<file path="src/run_ctrl_pkg.sv">
// Shared constants for the debug run-control block
package run_ctrl_pkg;

  // ************************************************
  // Register bus
  // ************************************************
  localparam int ADDR_W = 8;
  localparam int DATA_W = 32;

  localparam logic [7:0] OFS_COMMAND     = 8'h00;
  localparam logic [7:0] OFS_CONFIG      = 8'h04;
  localparam logic [7:0] OFS_STATUS      = 8'h08;
  localparam logic [7:0] OFS_EVENTS      = 8'h0C;
  localparam logic [7:0] OFS_MASK        = 8'h10;
  localparam logic [7:0] OFS_COUNT_LO    = 8'h14;
  localparam logic [7:0] OFS_COUNT_HI    = 8'h18;
  localparam logic [7:0] OFS_LIMIT_LO    = 8'h1C;
  localparam logic [7:0] OFS_LIMIT_HI    = 8'h20;
  localparam logic [7:0] OFS_BOOT_VECTOR = 8'h24;

  // Command register bits (write only, self clearing)
  localparam int CMD_RUN       = 0;
  localparam int CMD_STEP_INTO = 1;
  localparam int CMD_STEP_OVER = 2;
  localparam int CMD_HALT      = 3;

  // Configuration register bits
  localparam int CFG_ALT_FAMILY   = 0;
  localparam int CFG_ELAPSED_BRK  = 1;
  localparam int CFG_TRACE_REQ    = 2;
  localparam logic [2:0] CONFIG_RESET = 3'h0;

  // Event bits
  localparam int EV_W          = 5;
  localparam int EV_LINE_BREAK = 0;
  localparam int EV_STEP_DONE  = 1;
  localparam int EV_TIME_BREAK = 2;
  localparam int EV_RESET_RUN  = 3;
  localparam int EV_RESET_HALT = 4;

  // ************************************************
  // Execution counter
  // ************************************************
  localparam longint CLK_HZ        = 40000000;
  localparam longint MAX_HOURS     = 6515;
  localparam longint MAX_CYC       = MAX_HOURS * 3600 * CLK_HZ;
  localparam int     CNT_W         = $clog2(MAX_CYC + 1);
  localparam longint MIN_MEAS_NS   = 3000;
  localparam longint MIN_MEAS_CYC  = (MIN_MEAS_NS * CLK_HZ + 999999999) / 1000000000;
  localparam int     ENTRY_EXIT_CYC = 40;

  // ************************************************
  // Core register values on connect
  // ************************************************
  localparam logic [23:0] GPR_INIT         = 24'h000000;
  localparam logic [23:0] SP_INIT          = 24'hFFFFFC;
  localparam logic [7:0]  PSR_INIT         = 8'h00;
  localparam logic [23:0] BOOT_VECTOR_INIT = 24'h008000;

  typedef enum logic [1:0] {
    ST_HALT,
    ST_RUN,
    ST_STEP
  } run_state_t;

endpackage

</file>
<file path="src/run_ctrl.sv">
// Run control for a target core under debug
//
// Our own choices: the plain strobed port and the register offsets.
`timescale 1ns/1ps
module run_ctrl
  import run_ctrl_pkg::*;
(
  input  wire logic                             clock,
  input  wire logic                             nrst,
  input  wire logic [run_ctrl_pkg::ADDR_W-1:0]  addr,
  input  wire logic [run_ctrl_pkg::DATA_W-1:0]  wdata,
  input  wire logic                             wr,
  input  wire logic                             rd,
  output logic      [run_ctrl_pkg::DATA_W-1:0]  rdata,
  output logic                                  irq,
  input  wire logic                             debug_serial_line,
  input  wire logic                             target_irq_req,
  input  wire logic                             target_reset_req,
  input  wire logic                             watchdog_reset,
  input  wire logic                             core_retire,
  input  wire logic                             core_in_call,
  output logic                                  core_run,
  output logic                                  core_irq,
  output logic                                  core_reset,
  output logic                                  periph_halt,
  output logic                                  debug_mode,
  output logic                                  pc_break_en,
  output logic                                  trace_en,
  output logic                                  load_regs,
  output logic      [23:0]                      gpr_init,
  output logic      [23:0]                      sp_init,
  output logic      [23:0]                      pc_init,
  output logic      [7:0]                       psr_init
);
  import run_ctrl_pkg::*;

  // ************************************************
  // Declarations
  // ************************************************
  run_state_t             state;
  run_state_t             next_state;
  logic [1:0]             line_sync;
  logic [1:0]             irq_sync;
  logic [1:0]             rst_sync;
  logic                   rst_seen;
  logic                   step_over;
  logic                   irq_pending;
  logic                   resume;
  logic                   held;
  logic                   release_now;
  logic [2:0]             config_bits;
  logic [EV_W-1:0]        events;
  logic [EV_W-1:0]        mask;
  logic [EV_W-1:0]        ev_set;
  logic [EV_W-1:0]        ev_clr;
  logic [CNT_W-1:0]       count;
  logic [CNT_W-1:0]       limit;
  logic [23:0]            boot_vector_base;
  logic                   wr_cmd;
  logic                   line_break;
  logic                   time_break;
  logic                   step_end;
  logic                   reset_accept;
  logic                   reset_rise;
  logic                   elapsed_on;
  logic                   meas_valid;
  logic                   connected;

  // ************************************************
  // Helpers
  // ************************************************
  function automatic logic [DATA_W-1:0] word_of(input logic [CNT_W-1:0] v, input logic hi);
    logic [63:0] wide;
    wide = 64'(v);
    word_of = hi ? wide[63:32] : wide[31:0];
  endfunction

  function automatic logic [CNT_W-1:0] merge(input logic [CNT_W-1:0] v,
                                             input logic [DATA_W-1:0] w,
                                             input logic hi);
    logic [63:0] wide;
    wide = 64'(v);
    if (hi) begin
      wide[63:32] = w;
    end else begin
      wide[31:0] = w;
    end
    merge = wide[CNT_W-1:0];
  endfunction

  // ************************************************
  // Input synchronisers
  // ************************************************
  always_ff @(posedge clock or negedge nrst) begin
    if (!nrst) begin
      line_sync <= 2'h3;
      irq_sync  <= 2'h0;
      rst_sync  <= 2'h0;
    end else begin
      line_sync <= {line_sync[0], debug_serial_line};
      irq_sync  <= {irq_sync[0], target_irq_req};
      rst_sync  <= {rst_sync[0], target_reset_req};
    end
  end

  always_ff @(posedge clock or negedge nrst) begin
    if (!nrst) begin
      rst_seen <= 1'b0;
    end else begin
      rst_seen <= rst_sync[1];
    end
  end

  assign reset_rise = rst_sync[1] && !rst_seen;

  // ************************************************
  // Command decode and break sources
  // ************************************************
  assign wr_cmd     = wr && (addr == OFS_COMMAND);
  assign line_break = !line_sync[1] && (state != ST_HALT);
  assign elapsed_on = config_bits[CFG_ELAPSED_BRK];
  assign time_break = elapsed_on && (state != ST_HALT) && (count >= limit);
  assign step_end   = (state == ST_STEP) && core_retire && !(step_over && core_in_call);
  assign resume     = (state == ST_HALT) && wr_cmd &&
                      (wdata[CMD_RUN] || wdata[CMD_STEP_INTO] || wdata[CMD_STEP_OVER]);
  assign reset_accept = (state == ST_RUN) && (reset_rise || watchdog_reset);

  // ************************************************
  // Run state machine
  // ************************************************
  always_comb begin
    next_state = state;
    case (state)
      ST_HALT: begin
        if (wr_cmd && wdata[CMD_RUN]) begin
          next_state = ST_RUN;
        end else if (wr_cmd && (wdata[CMD_STEP_INTO] || wdata[CMD_STEP_OVER])) begin
          next_state = ST_STEP;
        end
      end
      ST_RUN: begin
        if (line_break || time_break || (wr_cmd && wdata[CMD_HALT])) begin
          next_state = ST_HALT;
        end
      end
      ST_STEP: begin
        if (step_end || line_break || time_break || (wr_cmd && wdata[CMD_HALT])) begin
          next_state = ST_HALT;
        end
      end
      default: begin
        next_state = ST_HALT;
      end
    endcase
  end

  always_ff @(posedge clock or negedge nrst) begin
    if (!nrst) begin
      state <= ST_HALT;
    end else begin
      state <= next_state;
    end
  end

  always_ff @(posedge clock or negedge nrst) begin
    if (!nrst) begin
      step_over <= 1'b0;
    end else if (resume) begin
      step_over <= wdata[CMD_STEP_OVER] && !wdata[CMD_RUN];
    end
  end

  // ************************************************
  // Core and peripheral controls
  // ************************************************
  // Peripherals also stopped while suspended, so reads do not advance them
  assign periph_halt = (state == ST_HALT);
  assign debug_mode  = (state == ST_HALT);
  assign core_run    = (state != ST_HALT);

  // Reset passed to core only while running; suspended resets are refused
  always_ff @(posedge clock or negedge nrst) begin
    if (!nrst) begin
      core_reset <= 1'b0;
    end else begin
      core_reset <= (state == ST_RUN) && rst_sync[1];
    end
  end

  always_ff @(posedge clock or negedge nrst) begin
    if (!nrst) begin
      pc_break_en <= 1'b1;
    end else if (state == ST_HALT) begin
      pc_break_en <= 1'b1;
    end else if (reset_accept) begin
      pc_break_en <= 1'b0;
    end
  end

  assign trace_en = config_bits[CFG_TRACE_REQ] && !config_bits[CFG_ALT_FAMILY];

  // ************************************************
  // Interrupt holding
  // ************************************************
  assign held = (state == ST_HALT) ||
                ((state == ST_STEP) && !(step_over && core_in_call));
  assign release_now = (irq_pending && (state != ST_HALT) && !held) ||
                       (irq_pending && resume);

  always_ff @(posedge clock or negedge nrst) begin
    if (!nrst) begin
      irq_pending <= 1'b0;
    end else if (irq_sync[1] && held && !resume) begin
      // Resume delivers the request itself, no second copy
      irq_pending <= 1'b1;
    end else if (release_now) begin
      irq_pending <= 1'b0;
    end
  end

  always_ff @(posedge clock or negedge nrst) begin
    if (!nrst) begin
      core_irq <= 1'b0;
    end else begin
      core_irq <= release_now || (irq_sync[1] && !held && state != ST_HALT);
    end
  end

  // ************************************************
  // Execution counter
  // ************************************************
  // Width covers the full hour range; only cycles out of halt are counted, with no debug entry and exit overhead added
  always_ff @(posedge clock or negedge nrst) begin
    if (!nrst) begin
      count <= '0;
    end else if (resume) begin
      count <= '0;
    end else if (state != ST_HALT && count != '1) begin
      count <= count + CNT_W'(1);
    end
  end

  assign meas_valid = !elapsed_on &&
                      (count > CNT_W'(MIN_MEAS_CYC));

  // ************************************************
  // Events and interrupt
  // ************************************************
  always_comb begin
    ev_set = '0;
    ev_set[EV_LINE_BREAK] = line_break;
    ev_set[EV_STEP_DONE]  = step_end;
    ev_set[EV_TIME_BREAK] = time_break;
    ev_set[EV_RESET_RUN]  = reset_accept;
    ev_set[EV_RESET_HALT] = (state == ST_HALT) && reset_rise;
  end

  assign ev_clr = (wr && addr == OFS_EVENTS) ? wdata[EV_W-1:0] : '0;

  always_ff @(posedge clock or negedge nrst) begin
    if (!nrst) begin
      events <= '0;
    end else begin
      events <= (events & ~ev_clr) | ev_set;
    end
  end

  assign irq = |(events & mask);

  // ************************************************
  // Writable registers
  // ************************************************
  always_ff @(posedge clock or negedge nrst) begin
    if (!nrst) begin
      config_bits <= CONFIG_RESET;
      mask        <= '0;
    end else if (wr) begin
      if (addr == OFS_CONFIG) begin
        config_bits <= wdata[2:0];
      end
      if (addr == OFS_MASK) begin
        mask <= wdata[EV_W-1:0];
      end
    end
  end

  always_ff @(posedge clock or negedge nrst) begin
    if (!nrst) begin
      limit <= '1;
    end else if (wr && addr == OFS_LIMIT_LO) begin
      limit <= merge(limit, wdata, 1'b0);
    end else if (wr && addr == OFS_LIMIT_HI) begin
      limit <= merge(limit, wdata, 1'b1);
    end
  end

  always_ff @(posedge clock or negedge nrst) begin
    if (!nrst) begin
      boot_vector_base <= BOOT_VECTOR_INIT;
    end else if (wr && addr == OFS_BOOT_VECTOR) begin
      boot_vector_base <= wdata[23:0];
    end
  end

  // ************************************************
  // Connect-time register values
  // ************************************************
  always_ff @(posedge clock or negedge nrst) begin
    if (!nrst) begin
      connected <= 1'b0;
      load_regs <= 1'b0;
    end else begin
      connected <= 1'b1;
      load_regs <= !connected;
    end
  end

  always_ff @(posedge clock or negedge nrst) begin
    if (!nrst) begin
      gpr_init <= GPR_INIT;
      sp_init  <= SP_INIT;
      psr_init <= PSR_INIT;
      pc_init  <= BOOT_VECTOR_INIT;
    end else begin
      gpr_init <= GPR_INIT;
      sp_init  <= SP_INIT;
      psr_init <= PSR_INIT;
      pc_init  <= boot_vector_base;
    end
  end

  // ************************************************
  // Read port
  // ************************************************
  always_ff @(posedge clock or negedge nrst) begin
    if (!nrst) begin
      rdata <= '0;
    end else if (rd) begin
      case (addr)
        OFS_CONFIG:      rdata <= {29'h0, config_bits};
        OFS_STATUS:      rdata <= {25'h0, meas_valid, trace_en, irq_pending,
                                   pc_break_en, step_over, state};
        OFS_EVENTS:      rdata <= {27'h0, events};
        OFS_MASK:        rdata <= {27'h0, mask};
        OFS_COUNT_LO:    rdata <= word_of(count, 1'b0);
        OFS_COUNT_HI:    rdata <= word_of(count, 1'b1);
        OFS_LIMIT_LO:    rdata <= word_of(limit, 1'b0);
        OFS_LIMIT_HI:    rdata <= word_of(limit, 1'b1);
        OFS_BOOT_VECTOR: rdata <= {8'h0, boot_vector_base};
        default:         rdata <= '0;
      endcase
    end else begin
      rdata <= '0;
    end
  end

endmodule

</file>
<file path="config.mk">
export PLATFORM = sky130hd
export DESIGN_NAME = run_ctrl
export DESIGN_NICKNAME = d
export VERILOG_FILES = /design/src/run_ctrl_pkg.sv /design/src/run_ctrl.sv
export SDC_FILE = /design/constraint.sdc
export NUM_CORES = 1
export LEC_CHECK = 0
export BUFFER_PORTS_ARGS = -buffer_cell sky130_fd_sc_hd__buf_2
export CORE_UTILIZATION = 57
export CTS_CLUSTER_DIAMETER = 150
export CTS_CLUSTER_SIZE = 10
export DETAILED_ROUTE_END_ITERATION = 7
export GPL_TIMING_DRIVEN = 0
export PLACE_DENSITY = 0.8
export SYNTH_ARGS = -nofsm -noshare
export SYNTH_HDL_FRONTEND = slang
export SYNTH_SLANG_ARGS = --single-unit
</file>
<file path="constraint.sdc">
create_clock -name clock -period 2.86 [get_ports clock]
set_input_delay 0.143 -clock clock [delete_from_list [all_inputs] [get_ports clock]]
set_output_delay 0.143 -clock clock [all_outputs]
set_load 0.02 [all_outputs]
</file>
Word level (Yosys, flattened, before mapping)
Index checks and enable logic that the tools add are counted.

Equality and inequality tests: 15. Add/subtract/negate cells: 1. Bitwise gates (word level): 5. Order comparisons: 2. Reductions and logical operators: 64. Multiplexer cells: 15.

Operator list (number): 32-bit one-hot mux with 9 select lines (1); 50-bit two-way mux (2); 32-bit two-way mux (2); 50-bit by 1-bit adder with 50-bit output (second input constant) (1); 50-bit greater-or-equal comparator (1); 50-bit by 7-bit > comparator with 1-bit output (second input constant) (1); 50-bit != test (second input constant) (1); 8-bit by 5-bit equality test with 1-bit output (second input constant) (4); 1-bit logical AND (32); 8-bit by 4-bit equality test with 1-bit output (second input constant) (2); 8-bit by 6-bit equality test with 1-bit output (second input constant) (2); 1-bit logical OR (12); 5-bit AND (2); 1-bit zero test (9); 8-bit by 3-bit equality test with 1-bit output (second input constant) (1); 8-bit zero test (1); 2-bit two-way mux (4); 2-bit nonzero test (4); 2-bit one-hot mux with 3 select lines (1); 2-bit AND reduction (3); 5-bit two-way mux (1); 5-bit NOT (1); 5-bit bitwise OR (1); 5-bit OR reduction (1); other kinds (8) (12).

Output and inout port bits: 121. Word-level logic and storage cells: 123. Input port bits: 50. Bits in registers: 209.

Depth between registers and ports, before layout
Gate-level depths: netlist of the first run.

Depth after elaboration: 9. Depth in mapped cells: 9. Depth with buffers taken out: 8.

Worst setup path after synthesis of the first run
OpenSTA, ideal clock, no wires.

Path type: reg-to-reg. Start point: register limit[44]. End point: register state[1]. Data arrival time: 2.154 ns. Period minus slack after synthesis: 2.283 ns. Path slack: 0.577 ns. Stages on the path, launching flop included: 8. Path through: dfstp_2 > inv_1 > ha_1 > nand4_1 > or4_1 > or4_1 > nand3_1 > o21ai_0.

Word-level cells in the longest chain between the ends: 6. Elaborated cells between the ends (all ways): 9. Those cells by class: order compare: 1; eq/ne: 2; reduce/logical: 6.

Ends and longest elaborated chain: from (decl) (line run_ctrl.sv:57) `logic [CNT_W-1:0] limit;`; from (signal assigned) (line run_ctrl.sv:291) `limit <= merge(limit, wdata, 1'b0);`; from (signal assigned) (line run_ctrl.sv:293) `limit <= merge(limit, wdata, 1'b1);`; 50-bit greater-or-equal comparator (*) (line run_ctrl.sv:122) `assign time_break = elapsed_on && (state != ST_HALT) && (count >= limit);`; 1-bit logical AND (*) (line run_ctrl.sv:122); 1-bit logical OR (on tied branches) (2 in series) (line run_ctrl.sv:142, run_ctrl.sv:147); 2-bit by 1-bit != test with 1-bit output (no source line); 3-bit AND reduction (no source line) (*); to (signal assigned) (line run_ctrl.sv:161) `state <= next_state;`; to (decl) (line run_ctrl.sv:40) `run_state_t state;`.

Every way passes the cells marked *; elsewhere a longest branch is shown, timed or not. A chain may end at the register's enable or synchronous reset.

Final worst setup path of the first run
Start point: register count[0]. End point: register count[36].

Word-level cells in the longest chain between the ends: 3. Elaborated cells between the ends (all ways): 6. Those cells by class: add/sub: 1; eq/ne: 1; mux: 2; reduce/logical: 2.

Ends and longest elaborated chain: from (decl) (line run_ctrl.sv:56) `logic [CNT_W-1:0] count;`; from (signal assigned) (line run_ctrl.sv:239) `count <= count + CNT_W'(1);`; 50-bit by 1-bit adder with 50-bit output / 50-bit != test (equally long branches) (line run_ctrl.sv:239, run_ctrl.sv:238); 50-bit two-way mux / 1-bit logical AND (equally long branches) (line run_ctrl.sv:238) `end else if (state != ST_HALT && count != '1) begin`; 50-bit two-way mux / 2-bit nonzero test (equally long branches).

Parallel ways exist; a longest one is shown, timed or not. The select of a mux whose other input is x is not followed.

==> impl_metrics.py, run 1 <==
metrics = {
    "run_status": {
        "outcome": "finished, violations left",
        "violations": "DRC",
    },
    "grt": {
        "grt_first_pass_wirelength_um": 45110,
        "grt_overflow": 0,
        "grt_max_degree": 128,
        "grt_pass1_vias": 8466,
        "grt_usage": 0.2918,
        "antenna_found_initial": 1,
    },
    "worst_hold_path": {
        "hold_path_depth": 3,
        "worst_hold_path_type": "input pin to flop",
    },
    "synthesis": {
        "synth-seq-cells": 209,
        "avgSynthCellArea_um2": 10.79,
        "yosys.area.top_type": "dfrtp_1",
        "yosysSeqAreaShare": 0.4836,
        "ys_warn_count": 0,
        "synthArstFlopShare": 1.000,
        "synth_top_area_frac": 0.3517,
        "syn_area_um2": 10960,
        "synthCells": 1015,
        "synthFlopType": "dfrtp_1",
        "synth_cell_type_count": 72,
        "synth_edf_count": 0,
        "synth_area_leaders": "dfrtp_1 35%, dfstp_2 13%, mux2_2 8.4%",
    },
    "power_and_ir_drop": {
        "ir_drop_v": 0.0005307,
        "p_per_area_nw_per_um2": 535.7,
        "leakage_nw": 5.873,
    },
    "placed_design": {
        "place_hpwl_um": 19840,
        "port_buffers": 110,
        "place_inst": 1415,
        "gp_congestion": 0.9234,
        "place_area_um2": 12040,
    },
    "clock_tree": {
        "cts.clk_slew.worst_paths_ns": 0.06,
        "numCtsBuffers": 24,
        "insertion_delay_ns": 0.52,
        "cts_setup_buffers": 0,
        "cts_buffer_depth": 3,
        "cts_num_sinks": 209,
        "htree_levels": 1,
        "cts_tree": "yes",
        "cts_root_buf": "clkbuf_16",
    },
    "routing": {
        "vias": 8757,
        "wl_per_cell_um": 18.99,
        "drt_iter0_markers": 810,
        "first_pass_iters": 8,
        "viasPerCell": 5.858,
        "ant_nets": 0,
        "drcViolationCount": 8,
        "wirelength_um": 28390,
    },
    "floorplan": {
        "io_pins": 171,
        "die_w_um": 140.6,
        "core_area_um2": 18770,
        "design.die.area_um2": 19780,
        "initial_core_util": 0.5838,
        "die_y_um": 140.6,
        "num_rows": 50,
    },
    "timing": {
        "hold_violations": 0,
        "rsz0062_at_grt": "no",
        "relSlewSlack": 0.1904,
        "finalCriticalPeriod_ns": 2.722,
        "skew_ns": 0.01383,
        "tns_ns": 0,
        "fmax_mhz": 367.3,
        "fin_crit_sh": 0.9519,
        "worst_slew_pin_slew_ns": 1.204,
        "final-max-slew-violation-count": 0,
        "setup_viol": 0,
        "holdWs_ns": 0.02878,
    },
    "final_layout": {
        "design_area_um2": 13130,
        "multi_input_area_um2": 5006,
        "nNetsFinal": 1345,
        "instances_no_fill": 1495,
        "finalCoreUtilization": 0.6993,
        "drive_gt1_frac": 0.3006,
        "area_growth_pct": 19.79,
        "filler_cell_count": 1416,
        "num_antenna_cells": 0,
        "layout.area.seq_um2": 5299,
    },
    "critical_path": {
        "cp_max_fo": 10,
        "cp-end-kind": "flop",
        "cp.arrival_ns": 3.13,
        "critPathRequiredTime_ns": 3.26,
        "rr_worst_depth": 8,
        "startpoint_type": "flop",
        "worstSetupPathType": "flop to flop",
    },
    "job": {
        "maxCapViolCount": 0,
    },
}
==> layout make-up <==
type                            instances  share of cell area
Timing Repair Buffer                  147             0.07226
Clock buffer                           44             0.05310
Sequential cell                       209              0.4037
Buffer                                104             0.04919
Inverter                               63             0.01802
Tap cell                              234             0.02231
Multi-Input combinational cell        694              0.3814
==> registers in the layout (all words and copies together), names as in the netlist, 3 cells and up <==
signal / flops
count: 50
pc_init: 24
config_bits: 3
mask: 5
limit: 50
rdata: 32
boot_vector_base: 24
events: 5
==> synthesized netlist by cell type, types with 24 or more instances <==
master / number
dfrtp_1: 154
mux2_2: 82
nand2_1: 81
nor2_1: 64
inv_1: 62
buf_4: 59
dfstp_2: 55
ha_1: 52
a22oi_1: 37
a21oi_1: 31
nand3_1: 28
xnor2_1: 26
nand4_1: 25
clkbuf_1: 24
==> layout by cell type (no fill, tap or decap), types with 7 or more instances in the layout <==
cell and n:
buf_2 123, a22o_1 12, nand4_1 25, xor2_1 7
nor4_1 12, nor2_1 64, mux2_2 82, a22oi_1 37
xnor2_1 26, a31oi_1 18, inv_1 62, dlygate4sd3_1 36
nand3_1 28, conb_1 57, dfrtp_1 154, o21ai_0 14
clkbuf_1 43, buf_4 59, clkbuf_16 25, and3_1 12
nand2_1 81, ha_1 52, nor3_1 15, a21oi_1 31
dfstp_2 55, a222oi_1 15
==> metal layers <==
layer	vias to the layer above	global-route usage	part of all wire	wire length (um)
met4	2	0.1133	0.031	882
li1	4042	-	-	-
met5	-	0	0.00032	9
met1	4260	0.4003	0.43	12180
met3	74	0.04246	0.068	1934
met2	379	0.4708	0.47	13390
==> stage by stage <==
step / setup slack, ns / total power [mW]
floorplan: 0.5769 / 3.924
global placement: -1.746 / 4.192
detailed placement: -0.008395 / 4.235
CTS: 0.007050 / 7.055
global route: 0.04798 / 7.335
finish: 0.1376 / 7.031
==> worst paths after layout <==
| kind | from | end | slack [ns] |
|---|---|---|---|
| max | count[0] | count[36] | 0.14 |
| min | core_in_call | events[1] | 0.03 |
| max reg2reg | count[0] | count[36] | 0.14 |
| min reg2reg | line_sync[0] | line_sync[1] | 0.36 |
| max in group asynchronous | nrst | boot_vector_base[17] | 1.59 |
| min in group asynchronous | nrst | rst_seen | 0.19 |
==> cell families after synthesis <==
family	after synthesis	share of synthesized area
AND/OR/NAND/NOR	286	0.1350
flip-flops	209	0.4836
AO/OA/AOI/OAI	180	0.1265
buffers and inverters	167	0.08051
multiplexers	86	0.08793
adder cells (fa/ha/maj)	52	0.05938
XOR/XNOR	33	0.02638
other	2	0.0006854
==> power breakdown <==
| group | switching [mW] | internal (mW) | leakage, nW |
|---|---|---|---|
| Clock | 1.15 | 1.62 | 0.331 |
| Sequential | 0.189 | 3.13 | 2.47 |
| Combinational | 0.547 | 0.387 | 3.07 |
| Total | 1.89 | 5.14 | 5.87 |
==> critical path, stage by stage (launching register included) <==
cell and delay [ns]:
dfrtp_1 0.46, ha_1 0.23, nand3_1 0.14, nor4_4 0.39, buf_4 0.28, nand3_1 0.31
nor3_2 0.41, a31oi_1 0.15, a41o_1 0.24
==> timing repair <==
item,CTS,global route
hold buffers,36,0
gates resized for setup,0,3
endpoints found under the hold margin,137,0
setup endpoints to repair,0,4
(Power assumes the default switching activity.)
==> run 2: changes to the inputs <==
- REMOVE_ABC_BUFFERS: default -> 1
==> impl_metrics.py, run 2 (same netlist as run 1, synthesis figures left out) <==
metrics = {
    "run_status": {
        "outcome": "completed",
    },
    "power_and_ir_drop": {
        "pwr-share-seq": 0.478,
        "ir_drop_v": 0.0004778,
        "combPwrFrac": 0.124,
        "internal-power_mw": 5.092,
        "p_sw_mw": 1.868,
        "p_clk_frac": 0.398,
        "power_mw": 6.960,
        "leakage_nw": 5.588,
        "power.share.switching": 0.2683,
        "p_per_area_nw_per_um2": 549.4,
    },
    "critical_path": {
        "startpoint_type": "flop",
        "cp-end-kind": "flop",
        "worstSetupPathType": "flop to flop",
        "cp.arrival_ns": 3.15,
        "critPathRequiredTime_ns": 3.27,
        "cp_max_fo": 42,
    },
    "floorplan": {
        "initial_core_util": 0.5838,
        "num_rows": 50,
        "design.die.area_um2": 19780,
        "die_y_um": 140.6,
        "io_pins": 171,
        "die_w_um": 140.6,
        "core_area_um2": 18770,
    },
    "timing": {
        "skew_ns": 0.009262,
        "final-max-slew-violation-count": 0,
        "finalCriticalPeriod_ns": 2.742,
        "hold_violations": 0,
        "fmax_mhz": 364.6,
        "fin_crit_sh": 0.9589,
        "relSlewSlack": 0.1266,
        "worst_slew_pin_slew_ns": 1.310,
        "setup_viol": 0,
    },
    "final_layout": {
        "num_antenna_cells": 0,
        "final_cell_mix": "154 x dfrtp_1, 113 x buf_2, 82 x mux2_2",
        "top_regs": "count (50), limit (50), rdata (32)",
        "design_area_um2": 12670,
        "instances_no_fill": 1409,
        "area_growth_pct": 15.62,
        "nNetsFinal": 1259,
        "drive_gt1_frac": 0.2774,
        "finalCoreUtilization": 0.6750,
        "mostFrequentLayoutCell": "dfrtp_1",
    },
    "grt": {
        "grt_max_degree": 129,
        "grt_first_pass_wirelength_um": 43480,
        "grt_pass1_vias": 8291,
        "antenna_found_initial": 0,
        "grt_usage": 0.2749,
        "grt_overflow": 0,
    },
    "routing": {
        "ant_nets": 0,
        "vias": 8444,
        "wirelength_um": 26170,
        "drt_iter0_markers": 835,
        "viasPerCell": 5.993,
        "wl_per_cell_um": 18.57,
        "first_pass_iters": 6,
        "drcViolationCount": 0,
    },
    "placed_design": {
        "place_area_um2": 11510,
        "port_buffers": 114,
        "gp_congestion": 0.9161,
        "place_hpwl_um": 17350,
        "place_inst": 1319,
    },
    "clock_tree": {
        "cts_root_buf": "clkbuf_16",
        "numCtsBuffers": 24,
        "insertion_delay_ns": 0.51,
        "cts_num_sinks": 209,
        "cts.clk_slew.worst_paths_ns": 0.06,
        "cts_tree": "yes",
        "cts_buffer_depth": 3,
        "htree_levels": 1,
    },
    "worst_hold_path": {
        "worst_hold_path_type": "input pin to flop",
    },
    "job": {
        "maxCapViolCount": 0,
    },
}
## run 2: changes by cell type in the layout (fill, tap and decap cells not counted), sizes merged
cell	change
clkbuf	-25
dlygate4sd3	+1
buf	-62
## run 2: final timing paths
check / from / endpoint / slack (ns) / cells after the start
min in group asynchronous: nrst / rdata[27] / 0.20 / 2
min: wdata[1] / events[1] / 0.02 / 3
max reg2reg: state[1] / count[17] / 0.12 / 6
max in group asynchronous: nrst / count[8] / 1.61 / 3
max: state[1] / count[17] / 0.12 / 6
min reg2reg: irq_sync[0] / irq_sync[1] / 0.35 / 0
## run 2: per-layer routing
metal  part of all wire  global-route usage
met4              0.024             0.08524
met3              0.078             0.04925
met5                  0                   0
met1               0.42              0.3745
met2               0.48              0.4496
## run 2: power groups by stage
stage                     Combinational (mW)  Clock (mW)  Sequential (mW)
after floorplan                        0.522           0             3.33
after global placement                 0.748           0             3.36
after detailed placement               0.800           0             3.37
after CTS                              0.855        2.83             3.32
after global routing                   0.966        2.97             3.35
final                                  0.861        2.77             3.33
## run 2: layout make-up
cell class | count | area (um^2)
fill | 1428 | 6100
sequential | 209 | 5299
multi-input combinational | 694 | 5032
timing repair buffer | 165 | 1111
clock buffer | 44 | 696.9
tap | 234 | 292.8
inverter | 63 | 236.5
## run 2: repair_timing
action	4_1_cts	5_1_grt
pin swaps	3	1
gates resized for setup	3	4
gates cloned	0	0
endpoints found under the hold margin	138	0
hold buffers	37	0
setup endpoints to repair	79	42
buffers inserted	7	2
## run 2: metrics by stage
step | hold slack, ns | setup slack [ns] | setup TNS (ns)
6_report | 0.02310 | 0.1176 | 0
5_1_grt | 0.03036 | -0.009452 | -0.009452
4_1_cts | 0.009598 | 0.01383 | 0
3_5_place_dp | 0.1733 | -1.011 | -52.95
3_3_place_gp | 0.2507 | -1.787 | -419.80
2_1_floorplan | -0.1526 | -0.4955 | -5.620
## run 2: critical path, cell delays in order, from the launching register on
cell and delay (ns):
dfrtp_1 0.40, or2_2 0.45, clkinv_1 0.26, and4_1 0.35, o31a_2 0.78, nor2_1 0.09, a31o_2 0.28
==> run 3: changes to the inputs <==
- CORE_UTILIZATION: 57 -> 23
- MAX_ROUTING_LAYER: default -> met4
- PLACE_DENSITY: 0.8 -> 0.46
==> impl_metrics.py, run 3 (same netlist as run 1, synthesis figures left out) <==
metrics = {
    "final_layout": {
        "num_antenna_cells": 0,
        "mostFrequentLayoutCell": "dfrtp_1",
        "area_growth_pct": 21.06,
        "design_area_um2": 13260,
        "nNetsFinal": 1266,
        "drive_gt1_frac": 0.2828,
        "top_regs": "count (50), limit (50), rdata (32)",
        "final_cell_mix": "154 x dfrtp_1, 113 x buf_2, 82 x mux2_2",
    },
    "placed_design": {
        "gp_congestion": 0.8128,
        "port_buffers": 114,
        "place_hpwl_um": 23040,
        "place_area_um2": 12090,
    },
    "floorplan": {
        "design.die.area_um2": 48510,
        "core_area_um2": 46750,
        "num_rows": 79,
        "die_w_um": 220.3,
        "io_pins": 171,
        "initial_core_util": 0.2344,
        "die_y_um": 220.3,
    },
    "timing": {
        "finalCriticalPeriod_ns": 2.753,
        "skew_ns": 0.02301,
        "relSlewSlack": 0.3080,
        "setup_viol": 0,
        "worst_slew_pin_slew_ns": 1.030,
        "fin_crit_sh": 0.9625,
        "rsz0062_at_grt": "no",
        "final-max-slew-violation-count": 0,
        "fmax_mhz": 363.3,
        "hold_violations": 0,
    },
    "clock_tree": {
        "cts.clk_slew.worst_paths_ns": 0.06,
        "cts_tree": "yes",
        "htree_levels": 1,
        "cts_root_buf": "clkbuf_16",
        "cts_num_sinks": 209,
        "cts_buffer_depth": 3,
        "insertion_delay_ns": 0.54,
        "numCtsBuffers": 24,
    },
    "critical_path": {
        "cp.arrival_ns": 3.16,
        "rrSetupSlack_ns": 0.11,
        "rr_worst_depth": 6,
        "startpoint_type": "flop",
        "cp-end-kind": "flop",
        "reg2reg_from": "count[39]",
        "reg2reg_to": "count[5]",
        "cp_max_fo": 11,
        "crit_family": "simple AND/OR/NAND/NOR gates",
        "worstSetupPathType": "flop to flop",
        "cp_slowest_cell": "or4_4",
        "critPathRequiredTime_ns": 3.27,
        "cp-startpoint": "count[39]",
        "slowest_delay_ns": 0.61,
        "path_cells": "nand4_2, or4_4, or3_4, o21ai_2, o311ai_0, o41ai_1",
        "crit_buf_inv": 0,
    },
    "worst_hold_path": {
        "hold_start": "core_in_call",
        "worst_hold_path_type": "input pin to flop",
        "hold_path_depth": 3,
        "min_to": "events[1]",
    },
    "grt": {
        "antenna_found_initial": 0,
        "grt_usage": 0.1364,
        "grt_first_pass_wirelength_um": 49940,
        "grt_pass1_vias": 8408,
        "grt_max_degree": 90,
        "grt_overflow": 0,
    },
    "routing": {
        "drt_iter0_markers": 442,
        "vias": 8131,
        "ant_nets": 0,
        "wirelength_um": 31900,
        "viasPerCell": 4.548,
        "first_pass_iters": 8,
        "wl_per_cell_um": 17.84,
        "drcViolationCount": 7,
    },
    "power_and_ir_drop": {
        "leakage_nw": 5.642,
        "p_per_area_nw_per_um2": 532.7,
        "ir_drop_v": 0.0002604,
        "power_mw": 7.066,
    },
    "job": {
        "maxCapViolCount": 0,
    },
    "run_status": {
        "outcome": "finished, violations left",
        "violations": "DRC",
    },
}
[run 3: worst min-delay path, stage by stage]
cell and delay, ns:
buf_2 0.10, nand2_1 0.10, a32o_1 0.16
[run 3: worst max path at each step]
stage	cells after the start	endpoint	slack, ns
final	6	count[5]	0.11
after global placement	1	pc_init[11]	-2.22
after CTS	6	count[21]	0.04
after floorplan	7	count[36]	-0.50
after global routing	5	limit[48]	0.02
after detailed placement	8	boot_vector_base[22]	-0.96
[run 3: per-layer routing]
layer  global-route usage  up-vias  part of all wire
li1                     -     3869                 -
met1               0.1815     4053              0.47
met2               0.2179      166              0.47
met3              0.01595       43             0.038
met4              0.03839        0             0.021
met5                    -        -                 0
[run 3: layout make-up]
type,count,area [um^2]
clock buffers,43,693.2
repair buffers,172,1235
inverters,63,240.2
fillers,4917,33490
flip-flops and latches,209,5299
well taps,607,759.5
multi-input cells,694,5037
[run 3: per-stage QoR]
stage,cells,setup slack (ns),setup TNS [ns],hold slack [ns],utilization
after floorplan,966,-0.4955,-5.620,-0.1526,-
after global placement,1687,-2.218,-573.91,0.2500,0.2534
after detailed placement,1696,-0.9577,-41.34,0.05332,0.2585
after CTS,1784,0.03712,0,0.004304,0.2828
after global routing,1788,0.02007,0,0.04361,0.2837
final,1788,0.1073,0,0.02650,0.2837
[run 3: report_power, final]
part	leakage [nW]	switching, mW	internal, mW	total [mW]
clock network	0.329	1.25	1.62	2.87
logic	2.84	0.521	0.338	0.859
registers	2.47	0.206	3.13	3.34
[run 3: repair_timing]
item	4_1_cts	5_1_grt
endpoints found under the setup margin	52	24
endpoints found under the hold margin	177	0
setup buffers	8	4
hold buffers	37	0
gates resized for setup	3	4
pin swaps	3	1
